--- src/pll_ctl_pkg.sv ---
// Constants, register map and carrier structs for the analog loop control block.
// Assumes a 32-bit APB slave, word-aligned; byte address = 4 x register index.
package pll_ctl_pkg;

    // ******************************************
    // Bus geometry
    // ******************************************
    localparam int          ADDR_W     = 16;          // Byte address width
    localparam int          IDX_W      = 14;          // Register index width

    // ******************************************
    // Register indices, channel 1 in the upper slot
    // ******************************************
    localparam logic [1:0][IDX_W-1:0] PUMP_IDX = {14'h1480, 14'h1080};
    localparam logic [1:0][IDX_W-1:0] DIV_IDX  = {14'h1481, 14'h1081};
    localparam logic [1:0][IDX_W-1:0] FILT_IDX = {14'h1482, 14'h1082};
    localparam logic [1:0][IDX_W-1:0] OFS_IDX  = {14'h1483, 14'h1083};
    localparam logic [1:0][IDX_W-1:0] CTRL_IDX = {14'h2200, 14'h2100};
    localparam logic [1:0][IDX_W-1:0] STS_IDX  = {14'h3200, 14'h3100};
    localparam logic [1:0][IDX_W-1:0] EVT_IDX  = {14'h3019, 14'h3014};
    localparam logic [1:0][IDX_W-1:0] CLR_IDX  = {14'h2014, 14'h200F};
    localparam logic [IDX_W-1:0]      CALL_IDX = 14'h2000; // Global calibrate
    localparam logic [IDX_W-1:0]      MFP_IDX  = 14'h2F00; // Multifunction pin source

    // ******************************************
    // Field positions
    // ******************************************
    localparam int          CAL_BIT    = 1;           // Calibrate bit in control regs
    localparam int          MAN_BIT    = 7;           // Manual pump mode
    localparam int          OFS_EN_BIT = 0;           // Offset enable
    localparam int          OFS_NEG_BIT = 3;          // Offset polarity
    localparam int          OFS_MAG_LO = 1;           // Offset magnitude [2:1]
    localparam int          ZR_LO      = 5;           // Zero resistor [7:5]
    localparam int          PC_LO      = 2;           // Pole capacitor [4:2]
    localparam int          SPR_LO     = 0;           // Second pole resistor [1:0]
    localparam int          STS_LOCK_POS = 3;         // Lock in status reg
    localparam int          STS_DONE_POS = 4;         // Done in status reg
    localparam int          STS_BUSY_POS = 5;         // Busy in status reg

    // Index of each analog status input inside its vector
    localparam int          A_BUSY     = 0;
    localparam int          A_DONE     = 1;
    localparam int          A_LOCK     = 2;

    // Latched event bit positions
    localparam int          EV_START   = 0;
    localparam int          EV_CMPL    = 1;
    localparam int          EV_LOCKED  = 2;
    localparam int          EV_UNLOCK  = 3;

    // ******************************************
    // Reset values
    // ******************************************
    localparam logic [7:0]  PUMP_RST   = 8'h90;       // Manual, 16 x 8 uA
    localparam logic [7:0]  DIV_RST    = 8'h00;       // Reads as ratio one
    localparam logic [7:0]  FILT_RST   = 8'hE0;       // Zero res 7, others 0
    localparam logic [7:0]  OFS_RST    = 8'h03;       // On, 25 %, positive
    localparam logic [6:0]  ICP_MAX    = 7'h7F;       // 1016 uA in 8 uA steps
    localparam logic [7:0]  AUTO_LIMIT = 8'h3F;       // Largest divider with scaled pump

    // ******************************************
    // Carriers
    // ******************************************
    typedef enum logic [2:0] {
        MFP_OFF   = 3'b000,
        MFP_BUSY0 = 3'b001,
        MFP_LOCK0 = 3'b010,
        MFP_BUSY1 = 3'b011,
        MFP_LOCK1 = 3'b100
    } mfp_src_e;

    // Live status coming from one analog loop
    typedef struct packed {
        logic       lock;         // Frequency locked
        logic       cal_done;     // Calibration finished
        logic       cal_busy;     // Calibration running
    } analog_sts_s;

    // Settings driven into one analog loop
    typedef struct packed {
        logic       cal_start;            // One-cycle calibration kick
        logic       pump_manual;          // Manual pump mode
        logic [6:0] pump_code;            // Effective pump current, 8 uA units
        logic       ofs_en;               // Offset current on
        logic       ofs_neg;              // Offset current negative
        logic [6:0] ofs_code;             // Offset magnitude, 8 uA units
        logic [7:0] fb_ratio;             // Feedback divide ratio, 1..255
        logic [2:0] zero_resistor;        // 250 ohm steps
        logic [2:0] pole_capacitor;       // 8 pF + 16 pF per step
        logic [1:0] second_pole_resistor; // 200/250/333/500 ohm
    } analog_ctl_s;

endpackage

--- src/analog_pll_control_status.sv ---
// Control and status logic for two analog loop channels, APB register slave.
// Assumes analog status inputs are asynchronous to pclk; settings go out as flops.
// Each register is one byte of a 32-bit word.
// pready is tied high: no wait states.
// Functional notes
// RQ1: Calibrate bit write of one starts calibration.
// RQ2: Software must write calibrate bit back zero.
// RQ3: Calibrate-all starts both channels and system PLL.
// RQ4: Status bits 5:4 show live busy, done.
// RQ5: Latched started/completed flags set on busy/done.
// RQ6: Started/completed flags cleared via clear bits 1:0.
// RQ7: Busy and lock routable to multifunction pin.
// RQ8: Divider ratio equals field; zero means one.
// RQ9: Status bit 3 shows live lock.
// RQ10: Latched locked/unlocked flags on lock transitions.
// RQ11: Locked/unlocked flags cleared via clear bits 3:2.
// RQ12: Pump bit 7 selects manual, reset manual.
// RQ13: Manual current is field times 8 uA.
// RQ14: Auto current M x 16 uA, max above 63.
// RQ15: Offset bit 0 enables offset, reset on.
// RQ16: Offset bit 3 sets polarity, zero positive.
// RQ17: Offset bits 2:1 pick 50/25/12.5/6.25 percent.
// RQ18: Offset truncated to whole 8 uA steps.
// RQ19: Zero resistor bits 7:5, 250 ohm steps.
// RQ20: Pole capacitor bits 4:2, 8 pF + 16/step.
// RQ21: Second pole resistor bits 1:0 selects four values.
// RQ22: Software should keep manual pump mode defaults.
// RQ23: Clear write one resets flag, zero keeps.
//
// Register access over APB was left to the implementer.
`timescale 1ns/100ps
module analog_pll_control_status
    import pll_ctl_pkg::*;
(
    input  wire logic                     pclk,
    input  wire logic                     presetn,
    input  wire logic                     psel,
    input  wire logic                     penable,
    input  wire logic                     pwrite,
    input  wire logic [ADDR_W-1:0]        paddr,
    input  wire logic [31:0]              pwdata,
    output logic                          pready,
    output logic [31:0]                   prdata,
    output logic                          pslverr,
    input  wire analog_sts_s [1:0]        analog_sts,
    output analog_ctl_s [1:0]             analog_ctl,
    output logic                          sys_cal_start,
    output logic                          multifunction_pin
);

    // ******************************************
    // State
    // ******************************************
    // Per channel storage: registers, synchroniser and latched events
    typedef struct packed {
        logic [7:0]  pump;       // Pump control register
        logic [7:0]  div;        // Feedback divider register
        logic [7:0]  filt;       // Loop filter select register
        logic [7:0]  ofs;        // Offset current register
        logic        cal_bit;    // Calibrate bit, held as written
        logic [2:0]  sync1;      // First synchroniser stage
        logic [2:0]  sync2;      // Second stage, the live status
        logic [2:0]  prev;       // Delayed copy for edge detection
        logic [3:0]  evt;        // Latched events
        analog_ctl_s ctl;        // Registered analog settings
    } chan_s;

    // Whole block state
    typedef struct packed {
        chan_s [1:0] ch;         // Two channels
        logic        cal_all;    // Global calibrate bit, held as written
        logic        sys_cal;    // System PLL calibration kick
        mfp_src_e    mfp_sel;    // Multifunction pin source
        logic        mfp;        // Multifunction pin level
        logic [31:0] rdata;      // Read data, loaded in setup phase
    } state_s;

    state_s                  q;         // Registered state
    state_s                  d;         // Next state
    logic [IDX_W-1:0]        idx;       // Register index of this access
    logic                    wr;        // Write takes effect this edge
    logic                    rd_setup;  // Read setup phase
    logic                    hit;       // Index is mapped

    // ******************************************
    // Bus decode
    // ******************************************
    // Zero wait states: every access completes in its first access cycle
    assign idx      = paddr[ADDR_W-1:2];
    assign wr       = psel & penable & pwrite;
    assign rd_setup = psel & ~penable & ~pwrite;
    assign pready   = 1'b1;
    assign pslverr  = psel & penable & ~hit;

    // Unmapped index: pslverr, reads zero.
    // Status and event registers ignore writes.

    // Mapped address check
    always_comb begin
        hit = (idx == CALL_IDX) || (idx == MFP_IDX);
        for (int i = 0; i < 2; i++) begin
            // Any of the channel's registers
            if (idx == PUMP_IDX[i] || idx == DIV_IDX[i] || idx == FILT_IDX[i] ||
                idx == OFS_IDX[i] || idx == CTRL_IDX[i] || idx == STS_IDX[i] ||
                idx == EVT_IDX[i] || idx == CLR_IDX[i]) begin
                hit = 1'b1;
            end
        end
    end

    // ******************************************
    // Next state
    // ******************************************
    // Register writes, event latching, derived analog settings, read mux
    always_comb begin
        logic       all_kick;
        logic [2:0] rise;
        logic [2:0] fall;
        logic [3:0] set;
        logic [3:0] clr;
        logic [7:0] ratio;
        logic [6:0] icp;
        logic [2:0] shamt;
        // Scratch values start defined
        all_kick = 1'b0;
        rise = 3'h0;
        fall = 3'h0;
        set = 4'h0;
        clr = 4'h0;
        ratio = 8'h00;
        icp = 7'h00;
        shamt = 3'h0;

        // Held state by default
        d        = q;
        d.sys_cal = 1'b0;
        // Calibrate-all write kicks both loops and the system PLL
        all_kick = wr && idx == CALL_IDX && pwdata[CAL_BIT]; // RQ3
        if (wr && idx == CALL_IDX) begin
            d.cal_all = pwdata[CAL_BIT];
            d.sys_cal = pwdata[CAL_BIT]; // RQ3
        end
        // Source select for the multifunction pin
        if (wr && idx == MFP_IDX) begin
            d.mfp_sel = mfp_src_e'(pwdata[2:0]);
        end
        for (int i = 0; i < 2; i++) begin
            // Two-stage synchroniser; only the second stage feeds logic
            d.ch[i].sync1 = {analog_sts[i].lock, analog_sts[i].cal_done,
                             analog_sts[i].cal_busy};
            d.ch[i].sync2 = q.ch[i].sync1;
            d.ch[i].prev  = q.ch[i].sync2;
            rise = q.ch[i].sync2 & ~q.ch[i].prev;
            fall = ~q.ch[i].sync2 & q.ch[i].prev;
            // Event sources
            set = '0;
            set[EV_START]  = rise[A_BUSY];  // RQ5
            set[EV_CMPL]   = rise[A_DONE];  // RQ5
            set[EV_LOCKED] = rise[A_LOCK];  // RQ10
            set[EV_UNLOCK] = fall[A_LOCK];  // RQ10
            // Write-one-to-clear; zeros leave flags alone
            clr = (wr && idx == CLR_IDX[i]) ? pwdata[3:0] : 4'h0; // RQ23
            // A new event in the clearing cycle survives the clear
            d.ch[i].evt = (q.ch[i].evt & ~clr) | set; // RQ6 RQ11

            // Plain register writes; low byte kept
            if (wr && idx == PUMP_IDX[i]) begin
                d.ch[i].pump = pwdata[7:0];
            end
            if (wr && idx == DIV_IDX[i]) begin
                d.ch[i].div = pwdata[7:0];
            end
            if (wr && idx == FILT_IDX[i]) begin
                d.ch[i].filt = pwdata[7:0];
            end
            if (wr && idx == OFS_IDX[i]) begin
                d.ch[i].ofs = pwdata[7:0];
            end
            // Calibrate bit is stored as written, not self-clearing
            if (wr && idx == CTRL_IDX[i]) begin
                d.ch[i].cal_bit = pwdata[CAL_BIT];
            end
            d.ch[i].ctl.cal_start = (wr && idx == CTRL_IDX[i] && pwdata[CAL_BIT]) // RQ1
                                    || all_kick; // RQ3

            // Divider ratio: zero behaves as one
            ratio = (d.ch[i].div == 8'h00) ? 8'h01 : d.ch[i].div; // RQ8
            d.ch[i].ctl.fb_ratio = ratio;

            // Pump current: manual field, or scaled from the divider in auto
            // Auto scaling stops at ratio 63
            d.ch[i].ctl.pump_manual = d.ch[i].pump[MAN_BIT]; // RQ12
            if (d.ch[i].pump[MAN_BIT]) begin
                icp = d.ch[i].pump[6:0]; // RQ13
            end else if (ratio <= AUTO_LIMIT) begin
                icp = {ratio[5:0], 1'b0}; // RQ14
            end else begin
                icp = ICP_MAX; // RQ14
            end
            d.ch[i].ctl.pump_code = icp;
            // Offset: shift by magnitude + 1 halves the current per step,
            // and the shift drops any part step, so sign never biases rounding
            shamt = {1'b0, d.ch[i].ofs[OFS_MAG_LO +: 2]} + 3'd1; // RQ17
            d.ch[i].ctl.ofs_code = icp >> shamt; // RQ18
            d.ch[i].ctl.ofs_en   = d.ch[i].ofs[OFS_EN_BIT]; // RQ15
            d.ch[i].ctl.ofs_neg  = d.ch[i].ofs[OFS_NEG_BIT]; // RQ16
            // Loop filter selects go out unchanged
            d.ch[i].ctl.zero_resistor        = d.ch[i].filt[ZR_LO +: 3]; // RQ19
            d.ch[i].ctl.pole_capacitor       = d.ch[i].filt[PC_LO +: 3]; // RQ20
            d.ch[i].ctl.second_pole_resistor = d.ch[i].filt[SPR_LO +: 2]; // RQ21
        end

        // Multifunction pin follows the selected live status
        // Registered: lags status one edge
        unique case (q.mfp_sel)
            MFP_OFF:   d.mfp = 1'b0;
            MFP_BUSY0: d.mfp = q.ch[0].sync2[A_BUSY]; // RQ7
            MFP_LOCK0: d.mfp = q.ch[0].sync2[A_LOCK]; // RQ7
            MFP_BUSY1: d.mfp = q.ch[1].sync2[A_BUSY];
            MFP_LOCK1: d.mfp = q.ch[1].sync2[A_LOCK];
            default:   d.mfp = 1'b0; // Software may write unused codes
        endcase

        // Read data is captured in the setup phase; unmapped reads zero
        // Loaded once per read transfer
        if (rd_setup) begin
            d.rdata = 32'h0000_0000;
            if (idx == CALL_IDX) begin
                d.rdata[CAL_BIT] = q.cal_all;
            end
            if (idx == MFP_IDX) begin
                d.rdata[2:0] = q.mfp_sel;
            end
            for (int i = 0; i < 2; i++) begin
                if (idx == PUMP_IDX[i]) begin
                    d.rdata[7:0] = q.ch[i].pump;
                end
                if (idx == DIV_IDX[i]) begin
                    d.rdata[7:0] = q.ch[i].div;
                end
                if (idx == FILT_IDX[i]) begin
                    d.rdata[7:0] = q.ch[i].filt;
                end
                if (idx == OFS_IDX[i]) begin
                    d.rdata[7:0] = q.ch[i].ofs;
                end
                if (idx == CTRL_IDX[i]) begin
                    d.rdata[CAL_BIT] = q.ch[i].cal_bit;
                end
                // Live status view
                if (idx == STS_IDX[i]) begin
                    d.rdata[STS_BUSY_POS] = q.ch[i].sync2[A_BUSY]; // RQ4
                    d.rdata[STS_DONE_POS] = q.ch[i].sync2[A_DONE]; // RQ4
                    d.rdata[STS_LOCK_POS] = q.ch[i].sync2[A_LOCK]; // RQ9
                end
                if (idx == EVT_IDX[i]) begin
                    d.rdata[3:0] = q.ch[i].evt; // RQ5 RQ10
                end
            end
        end
    end

    // ******************************************
    // State register
    // ******************************************
    // Reset settings feed the analog side from the first edge on
    // Derived codes reset too, never stale
    always_ff @(posedge pclk or negedge presetn) begin
        if (!presetn) begin
            q <= '0;
            for (int i = 0; i < 2; i++) begin
                q.ch[i].pump <= PUMP_RST;
                q.ch[i].div  <= DIV_RST;
                q.ch[i].filt <= FILT_RST;
                q.ch[i].ofs  <= OFS_RST;
                q.ch[i].ctl.pump_manual <= PUMP_RST[MAN_BIT];
                q.ch[i].ctl.pump_code   <= PUMP_RST[6:0];
                q.ch[i].ctl.ofs_en      <= OFS_RST[OFS_EN_BIT];
                q.ch[i].ctl.ofs_code    <= PUMP_RST[6:0] >> 2;
                q.ch[i].ctl.fb_ratio    <= 8'h01;
                q.ch[i].ctl.zero_resistor <= FILT_RST[ZR_LO +: 3];
            end
        end else begin
            q <= d;
        end
    end

    // ******************************************
    // Outputs
    // ******************************************
    assign prdata            = q.rdata;
    assign sys_cal_start     = q.sys_cal;
    assign multifunction_pin = q.mfp;
    assign analog_ctl        = {q.ch[1].ctl, q.ch[0].ctl};

    for (genvar g = 0; g < 2; g++) begin : g_chk

    end
endmodule

--- config.mk ---
export PLATFORM = sky130hd
export DESIGN_NAME = analog_pll_control_status
export DESIGN_NICKNAME = d
export VERILOG_FILES = /design/src/pll_ctl_pkg.sv /design/src/analog_pll_control_status.sv
export SDC_FILE = /design/constraint.sdc
export NUM_CORES = 1
export LEC_CHECK = 0
export ABC_AREA = 0
export BUFFER_PORTS_ARGS = -buffer_cell sky130_fd_sc_hd__buf_2
export CORE_AREA = 2 2 118 120
export DETAILED_ROUTE_END_ITERATION = 8
export DIE_AREA = 0 0 120 122
export PLACE_DENSITY_LB_ADDON = 0.05
export SLEW_MARGIN = 15
export SYNTH_ARGS = -nofsm -noshare
export SYNTH_HDL_FRONTEND = slang
export SYNTH_SLANG_ARGS = --single-unit
export TNS_END_PERCENT = 20
--- constraint.sdc ---
create_clock -name pclk -period 4.5 [get_ports pclk]
set_clock_uncertainty 0.05 [all_clocks]
set_input_delay 0.9 -clock pclk [delete_from_list [all_inputs] [get_ports pclk]]
set_output_delay 0.9 -clock pclk [all_outputs]
set_load 0.02 [all_outputs]
# --- Word level (Yosys, flattened, before mapping) ---
# Cells that the tools add are included.
classes:
  addsub: 2
  n_lt_le_gt_ge: 2
  n_eq_ne: 22
  n_shift: 2
  n_mux: 36
  n_bitwise: 22
  n_reduce_logical: 36
ops:
  columns: ["operator", "n"]
  rows:
  - ["14-bit equality test (second input constant)", 10]
  - ["8-bit two-way mux", 16]
  - ["14-bit by 13-bit equality test with 1-bit output (second input constant)", 8]
  - ["7-bit two-way mux", 4]
  - ["4-bit two-way mux", 6]
  - ["1-bit logical AND", 17]
  - ["1-bit logical OR", 17]
  - ["8-bit by 6-bit less-or-equal comparator with 1-bit output (second input constant)", 2]
  - ["8-bit zero test", 2]
  - ["7-bit by 3-bit >> shifter with 7-bit output", 2]
  - ["3-bit bitwise AND", 4]
  - ["3-bit inverter", 4]
  - ["3-bit two-way mux", 3]
  - ["4-bit bitwise AND", 2]
  - ["4-bit inverter", 2]
  - ["4-bit OR", 2]
  - ["2-bit by 1-bit adder with 3-bit output (second input constant)", 2]
  - ["3-bit by 2-bit equality test with 1-bit output (second input constant)", 2]
  - ["1-bit two-way mux", 6]
  - ["1-bit bitwise AND", 5]
  - ["1-bit case mux with 4 select lines", 1]
  - ["3-bit by 1-bit equality test with 1-bit output (second input constant)", 1]
  - ["3-bit equality test (second input constant)", 1]
  - ["1-bit inverter", 3]
word_totals:
  regBits: 174
  input_bits: 59
  output_inout_bits: 104
  elab_cells: 167

# --- Logic depth before layout (Yosys ltp) ---
depth:
  depth_word: 15
  depth_mapped: 9
  mapped_depth_nobuf: 7

# --- Worst setup path after synthesis ---
# Ideal clock, no wire load.
synth_path:
  path_type: "input to output"
  from: "in paddr[2]"
  to: "out pslverr"
  t_arrival_ns: 2.656
  required_time_ns: 3.550
  slack_ns: 0.894
  stages: 7
  n_path_buf: 2
  path_cell_list: "clkbuf_1 -> nor3_1 -> and4b_1 -> clkbuf_1 -> nand4b_1 -> nand2_1 -> nor4_1"
synth_between:
  elab_chain_cells: 12
  word_cells_on_any_way: 37
  cone_classes: "eq/ne: 18; mux: 2; bitwise: 2; reduce/logical: 15"
synth_rtl:
  columns: ["item", "line", "source"]
  rows:
  - ["from (decl)", "analog_pll_control_status.sv:40", "input wire logic [ADDR_W-1:0] paddr,"]
  - ["14-bit by 13-bit equality test with 1-bit output", "analog_pll_control_status.sv:103", "if (idx == PUMP_IDX[i] || idx == DIV_IDX[i] || idx == FILT_IDX[i] ||"]
  - ["1-bit logical OR (3 in series)", "analog_pll_control_status.sv:103", null]
  - ["1-bit logical OR (3 in series)", "analog_pll_control_status.sv:104", "idx == OFS_IDX[i] || idx == CTRL_IDX[i] || idx == STS_IDX[i] ||"]
  - ["1-bit logical OR", "analog_pll_control_status.sv:105", "idx == EVT_IDX[i] || idx == CLR_IDX[i]) begin"]
  - ["1-bit two-way mux", "analog_pll_control_status.sv:103", null]
  - ["1-bit two-way mux *", "analog_pll_control_status.sv:103", null]
  - ["1-bit inverter *", "analog_pll_control_status.sv:93", "assign pslverr = psel & penable & ~hit;"]
  - ["1-bit bitwise AND *", "analog_pll_control_status.sv:93", null]
  - ["to (decl)", "analog_pll_control_status.sv:44", "output logic pslverr,"]
# Every way passes the cells marked *; elsewhere a longest branch is shown, timed or not.

# --- Worst setup path after layout ---
layout_path:
  from: "in paddr[3]"
  to: "out pslverr"
# The elaborated chain is that of the path after synthesis.

==> parameters.txt <==
Parameter                              Value

Yosys
  Mapped Cells ... ~680
  Post-synthesis instance area ... 0.00768 mm2
  Share of synthesized flip-flops with an asynchronous set or reset ... between 90% and 100%
  Sequential-to-total area share from yosys stat ... between 40% and 50%
  Number of synthesized flops with an enable pin ... 0
  Mean instance size in the synthesized netlist ... approximately 11 um2
  Synth cell types ... between 60 and 70
  Primary FF master, synth ... sky130_fd_sc_hd__dfrtp_1
  Number of warnings reported in the yosys synthesis log ... 0
  Number of flip-flops and latches in the synthesized netlist ... 150

Power
  Static power due to leakage ... 4.28 nW
  Worst vdd rail ir drop ... 0.265 mV
  Total chip power ... slightly below 3 mW
  Pwr Density ... about 350 mW/mm2

STA
  Headroom to the max-slew limit ... about a third
  Final period util ... 80.9%
  Aggregate negative setup slack ... 0 ns
  Tmin final ... between 3 and 4 ns
  Count of final max-slew check failures ... 0
  Setup-violating endpoint count in the final report ... 0
  Unrepaired setup endpoints after global routing ... no
  Slew at the pin closest to its max-slew limit ... slightly above 1 ns
  F_max ... 275 MHz
  Final number of hold-violating endpoints ... 0

Global routing
  Maximum number of pins on one net before global-route repair ... a little over 90
  Initial antenna violation count ... 0
  Wire length of the first global-routing pass ... 29,300 um
  Vias in the first global route ... just over 5,000
  Aggregate global routing overflow ... 0
  All-layer global routing usage ... 26.7%

CTS
  Clock tree root buffer cell ... sky130_fd_sc_hd__clkbuf_16
  Number of buffers on the longest clock path ... 2
  Cts hold-fix bufs ... 0
  Number of gates given a new drive strength after cts ... 0
  Clk slew on worst S/H paths ... 0.06 ns
  Clock latency reported for the late side of the worst-skew pair ... between 0.4 and 0.5 ns
  TritonCTS clock tree ... done
  Clock sinks ... 150
  Number of buffers added by the clock tree synthesis step ... 17
  H-Tree Level Count ... 4
  Number of setup buffers added after CTS ... 0

Final layout
  Final Non-Filler Cells ... 918
  Post-route core utilization ... slightly above 60%
  Antenna fix cells ... 0
  Commonest cells after routing, fill and taps aside ... 130 x sky130_fd_sc_hd__dfrtp_1, 108 x sky130_fd_sc_hd__buf_2, 59 x sky130_fd_sc_hd__mux2_2, 44 x sky130_fd_sc_hd__mux2i_1, 44 x sky130_fd_sc_hd__inv_1
  Layout area overhead ... 9.17%
  Final #Nets ... a little under 800
  Layout cells sized above 1 ... a little over a third
  Count of fill cells added during filler insertion ... between 1,000 and 1,500
  Most common cell after layout, fill and taps aside ... sky130_fd_sc_hd__dfrtp_1

Setup path
  Depth of the most critical reg-to-reg path ... 6
  Required time at the endpoint of the critical path ... 3.55 ns
  Maximum net fanout on the critical path ... 8
  Critical path data arrival time ... about 2.7 ns
  Crit path capture type ... output pin
  Sort of element at the start of the critical path ... input port
  Most frequent cell on the critical path ... sky130_fd_sc_hd__buf_2
  Cells along the critical path ... buf_2, nor3_1, and4b_1, nand4b_1, nand2_1, nor4_1, buf_2
  Slowest stage cell, crit path ... sky130_fd_sc_hd__and4b_1
  Setup Crit Path Kind ... input port to output pin
  Max incr delay on CP ... 0.48 ns

Die
  Number of top-level pins ... approximately 160
  Die outline width ... roughly 120 um
  Std-Cell Core Area ... approximately 0.014 mm2
  Full die area ... approximately 0.015 mm2
  Initial core utilization ... a little under three fifths
  Y dimension of the die ... 122 um
  FP Rows ... 43

Status
  Status ... finished, final reports clean

Drt
  Wirelength per Cell ... 19.9 um
  Overall via count from detail_route ... between 5,000 and 6,000
  Violation count after the first detailed-route iteration ... between 300 and 400
  DR vias/cell ... between 5 and 6
  Number of iterations in the first detailed-routing pass ... 5
  Detailed-route DRC error count ... 0
  Final routed wirelength across all metal layers ... approximately 18,000 um
  Post-route antenna net violation count ... 0

Min path
  Instance count along the most critical hold path ... 0
  Type of the tightest min-delay check ... flip-flop to flip-flop

Placed design
  Final weighted congestion in routability-driven placement ... ~0.91
  IO Port Bufs ... around 110
  DP HPWL ... 13,100 um
  Number of cells after detailed placement ... 886

Run
  Number of maximum-capacitance constraint violations ... 0
-- state kept, by name, indices dropped and copies added (netlist names) --
name	cells
d	12
q	70
prdata	8
multifunction_pin	1
analog_ctl	58
sys_cal_start	1
-- stage by stage --
stage | cell area, um2 | worst slack, ns | hold WS, ns
6_report | 8390 | 0.861 | 0.292
2_1_floorplan | 7770 | 0.894 | 0.281
4_1_cts | 8390 | 0.918 | 0.294
5_1_grt | 8390 | 0.746 | 0.295
3_3_place_gp | 7820 | 0.861 | 0.283
3_5_place_dp | 7820 | 0.915 | 0.286
-- cells in the mapped netlist (3+ instances only) --
master	n	area, um2
sky130_fd_sc_hd__dfrtp_1	130	3250
sky130_fd_sc_hd__mux2_2	59	664
sky130_fd_sc_hd__inv_1	44	165
sky130_fd_sc_hd__a22oi_1	10	75.1
sky130_fd_sc_hd__a21oi_1	22	110
sky130_fd_sc_hd__nor4b_1	3	26.3
sky130_fd_sc_hd__nor3_1	18	90.1
sky130_fd_sc_hd__o21ai_0	23	115
sky130_fd_sc_hd__o2111ai_1	3	26.3
sky130_fd_sc_hd__nor2b_1	4	25.0
sky130_fd_sc_hd__a22o_1	4	35.0
sky130_fd_sc_hd__o31ai_1	5	37.5
sky130_fd_sc_hd__a31oi_1	4	25.0
sky130_fd_sc_hd__clkbuf_1	22	82.6
sky130_fd_sc_hd__nor3_4	5	81.3
sky130_fd_sc_hd__nor3b_1	6	45.0
sky130_fd_sc_hd__and3_1	3	18.8
sky130_fd_sc_hd__dfstp_2	20	526
sky130_fd_sc_hd__mux2i_1	44	440
sky130_fd_sc_hd__nor2_1	26	97.6
sky130_fd_sc_hd__nand4_1	4	25.0
sky130_fd_sc_hd__mux4_2	7	158
sky130_fd_sc_hd__buf_4	103	773
sky130_fd_sc_hd__nand3_1	13	65.1
sky130_fd_sc_hd__nand2_1	37	139
sky130_fd_sc_hd__nor4_1	7	43.8
sky130_fd_sc_hd__o21ai_1	3	15.0
sky130_fd_sc_hd__nand2b_1	5	31.3
-- per-layer routing --
layer  global-route usage (%)  vias to the layer above  wire [um]
li1                         -                     2338          -
met3                     6.13                       23       1180
met2                     42.3                      221       8720
met1                     36.9                     2622       8100
met5                        0                        -          0
met4                     8.01                        0        290
-- final timing paths --
kind	from	endpoint	slack (ns)
worst max-delay path	paddr[3]	pslverr	0.86
worst min-delay path	d[81]	d[78]	0.29
worst max register to register	analog_ctl[66]	analog_ctl[51]	2.39
worst min register to register	d[81]	d[78]	0.29
max in group asynchronous	presetn	analog_ctl[52]	3.12
min in group asynchronous	presetn	analog_ctl[25]	0.39
-- where the power goes --
| group | total [mW] | internal (mW) | switching, mW | leakage (nW) |
|---|---|---|---|---|
| clock network | 1.36 | 0.804 | 0.555 | 0.276 |
| registers | 1.37 | 1.36 | 0.00941 | 1.90 |
| logic | 0.171 | 0.0408 | 0.130 | 2.11 |
| total | 2.90 | 2.21 | 0.695 | 4.28 |
-- worst max-delay path: cells and delay by family --
kind          cells  cell delay, ns
buf+inv           2            0.33
simple gates      5            1.46
-- layout make-up --
type                    instances  area (um2)  share of cell area, %
clock buffers                  21         470                   5.61
clock inverters                11        98.8                   1.18
inverters                      45         169                   2.01
multi-input cells             385        2950                   35.2
flip-flops and latches        150        3780                   45.1
well taps                     180         225                   2.69
repair buffers                126         692                   8.25
-- kinds of logic after synthesis --
family	synth area share, %
compound gates	8.14
buf+inv	13.7
flops	49.2
mux	16.8
other cells	0.0978
simple gates	12.1
Note: power is estimated with default switching activity, not from simulation.
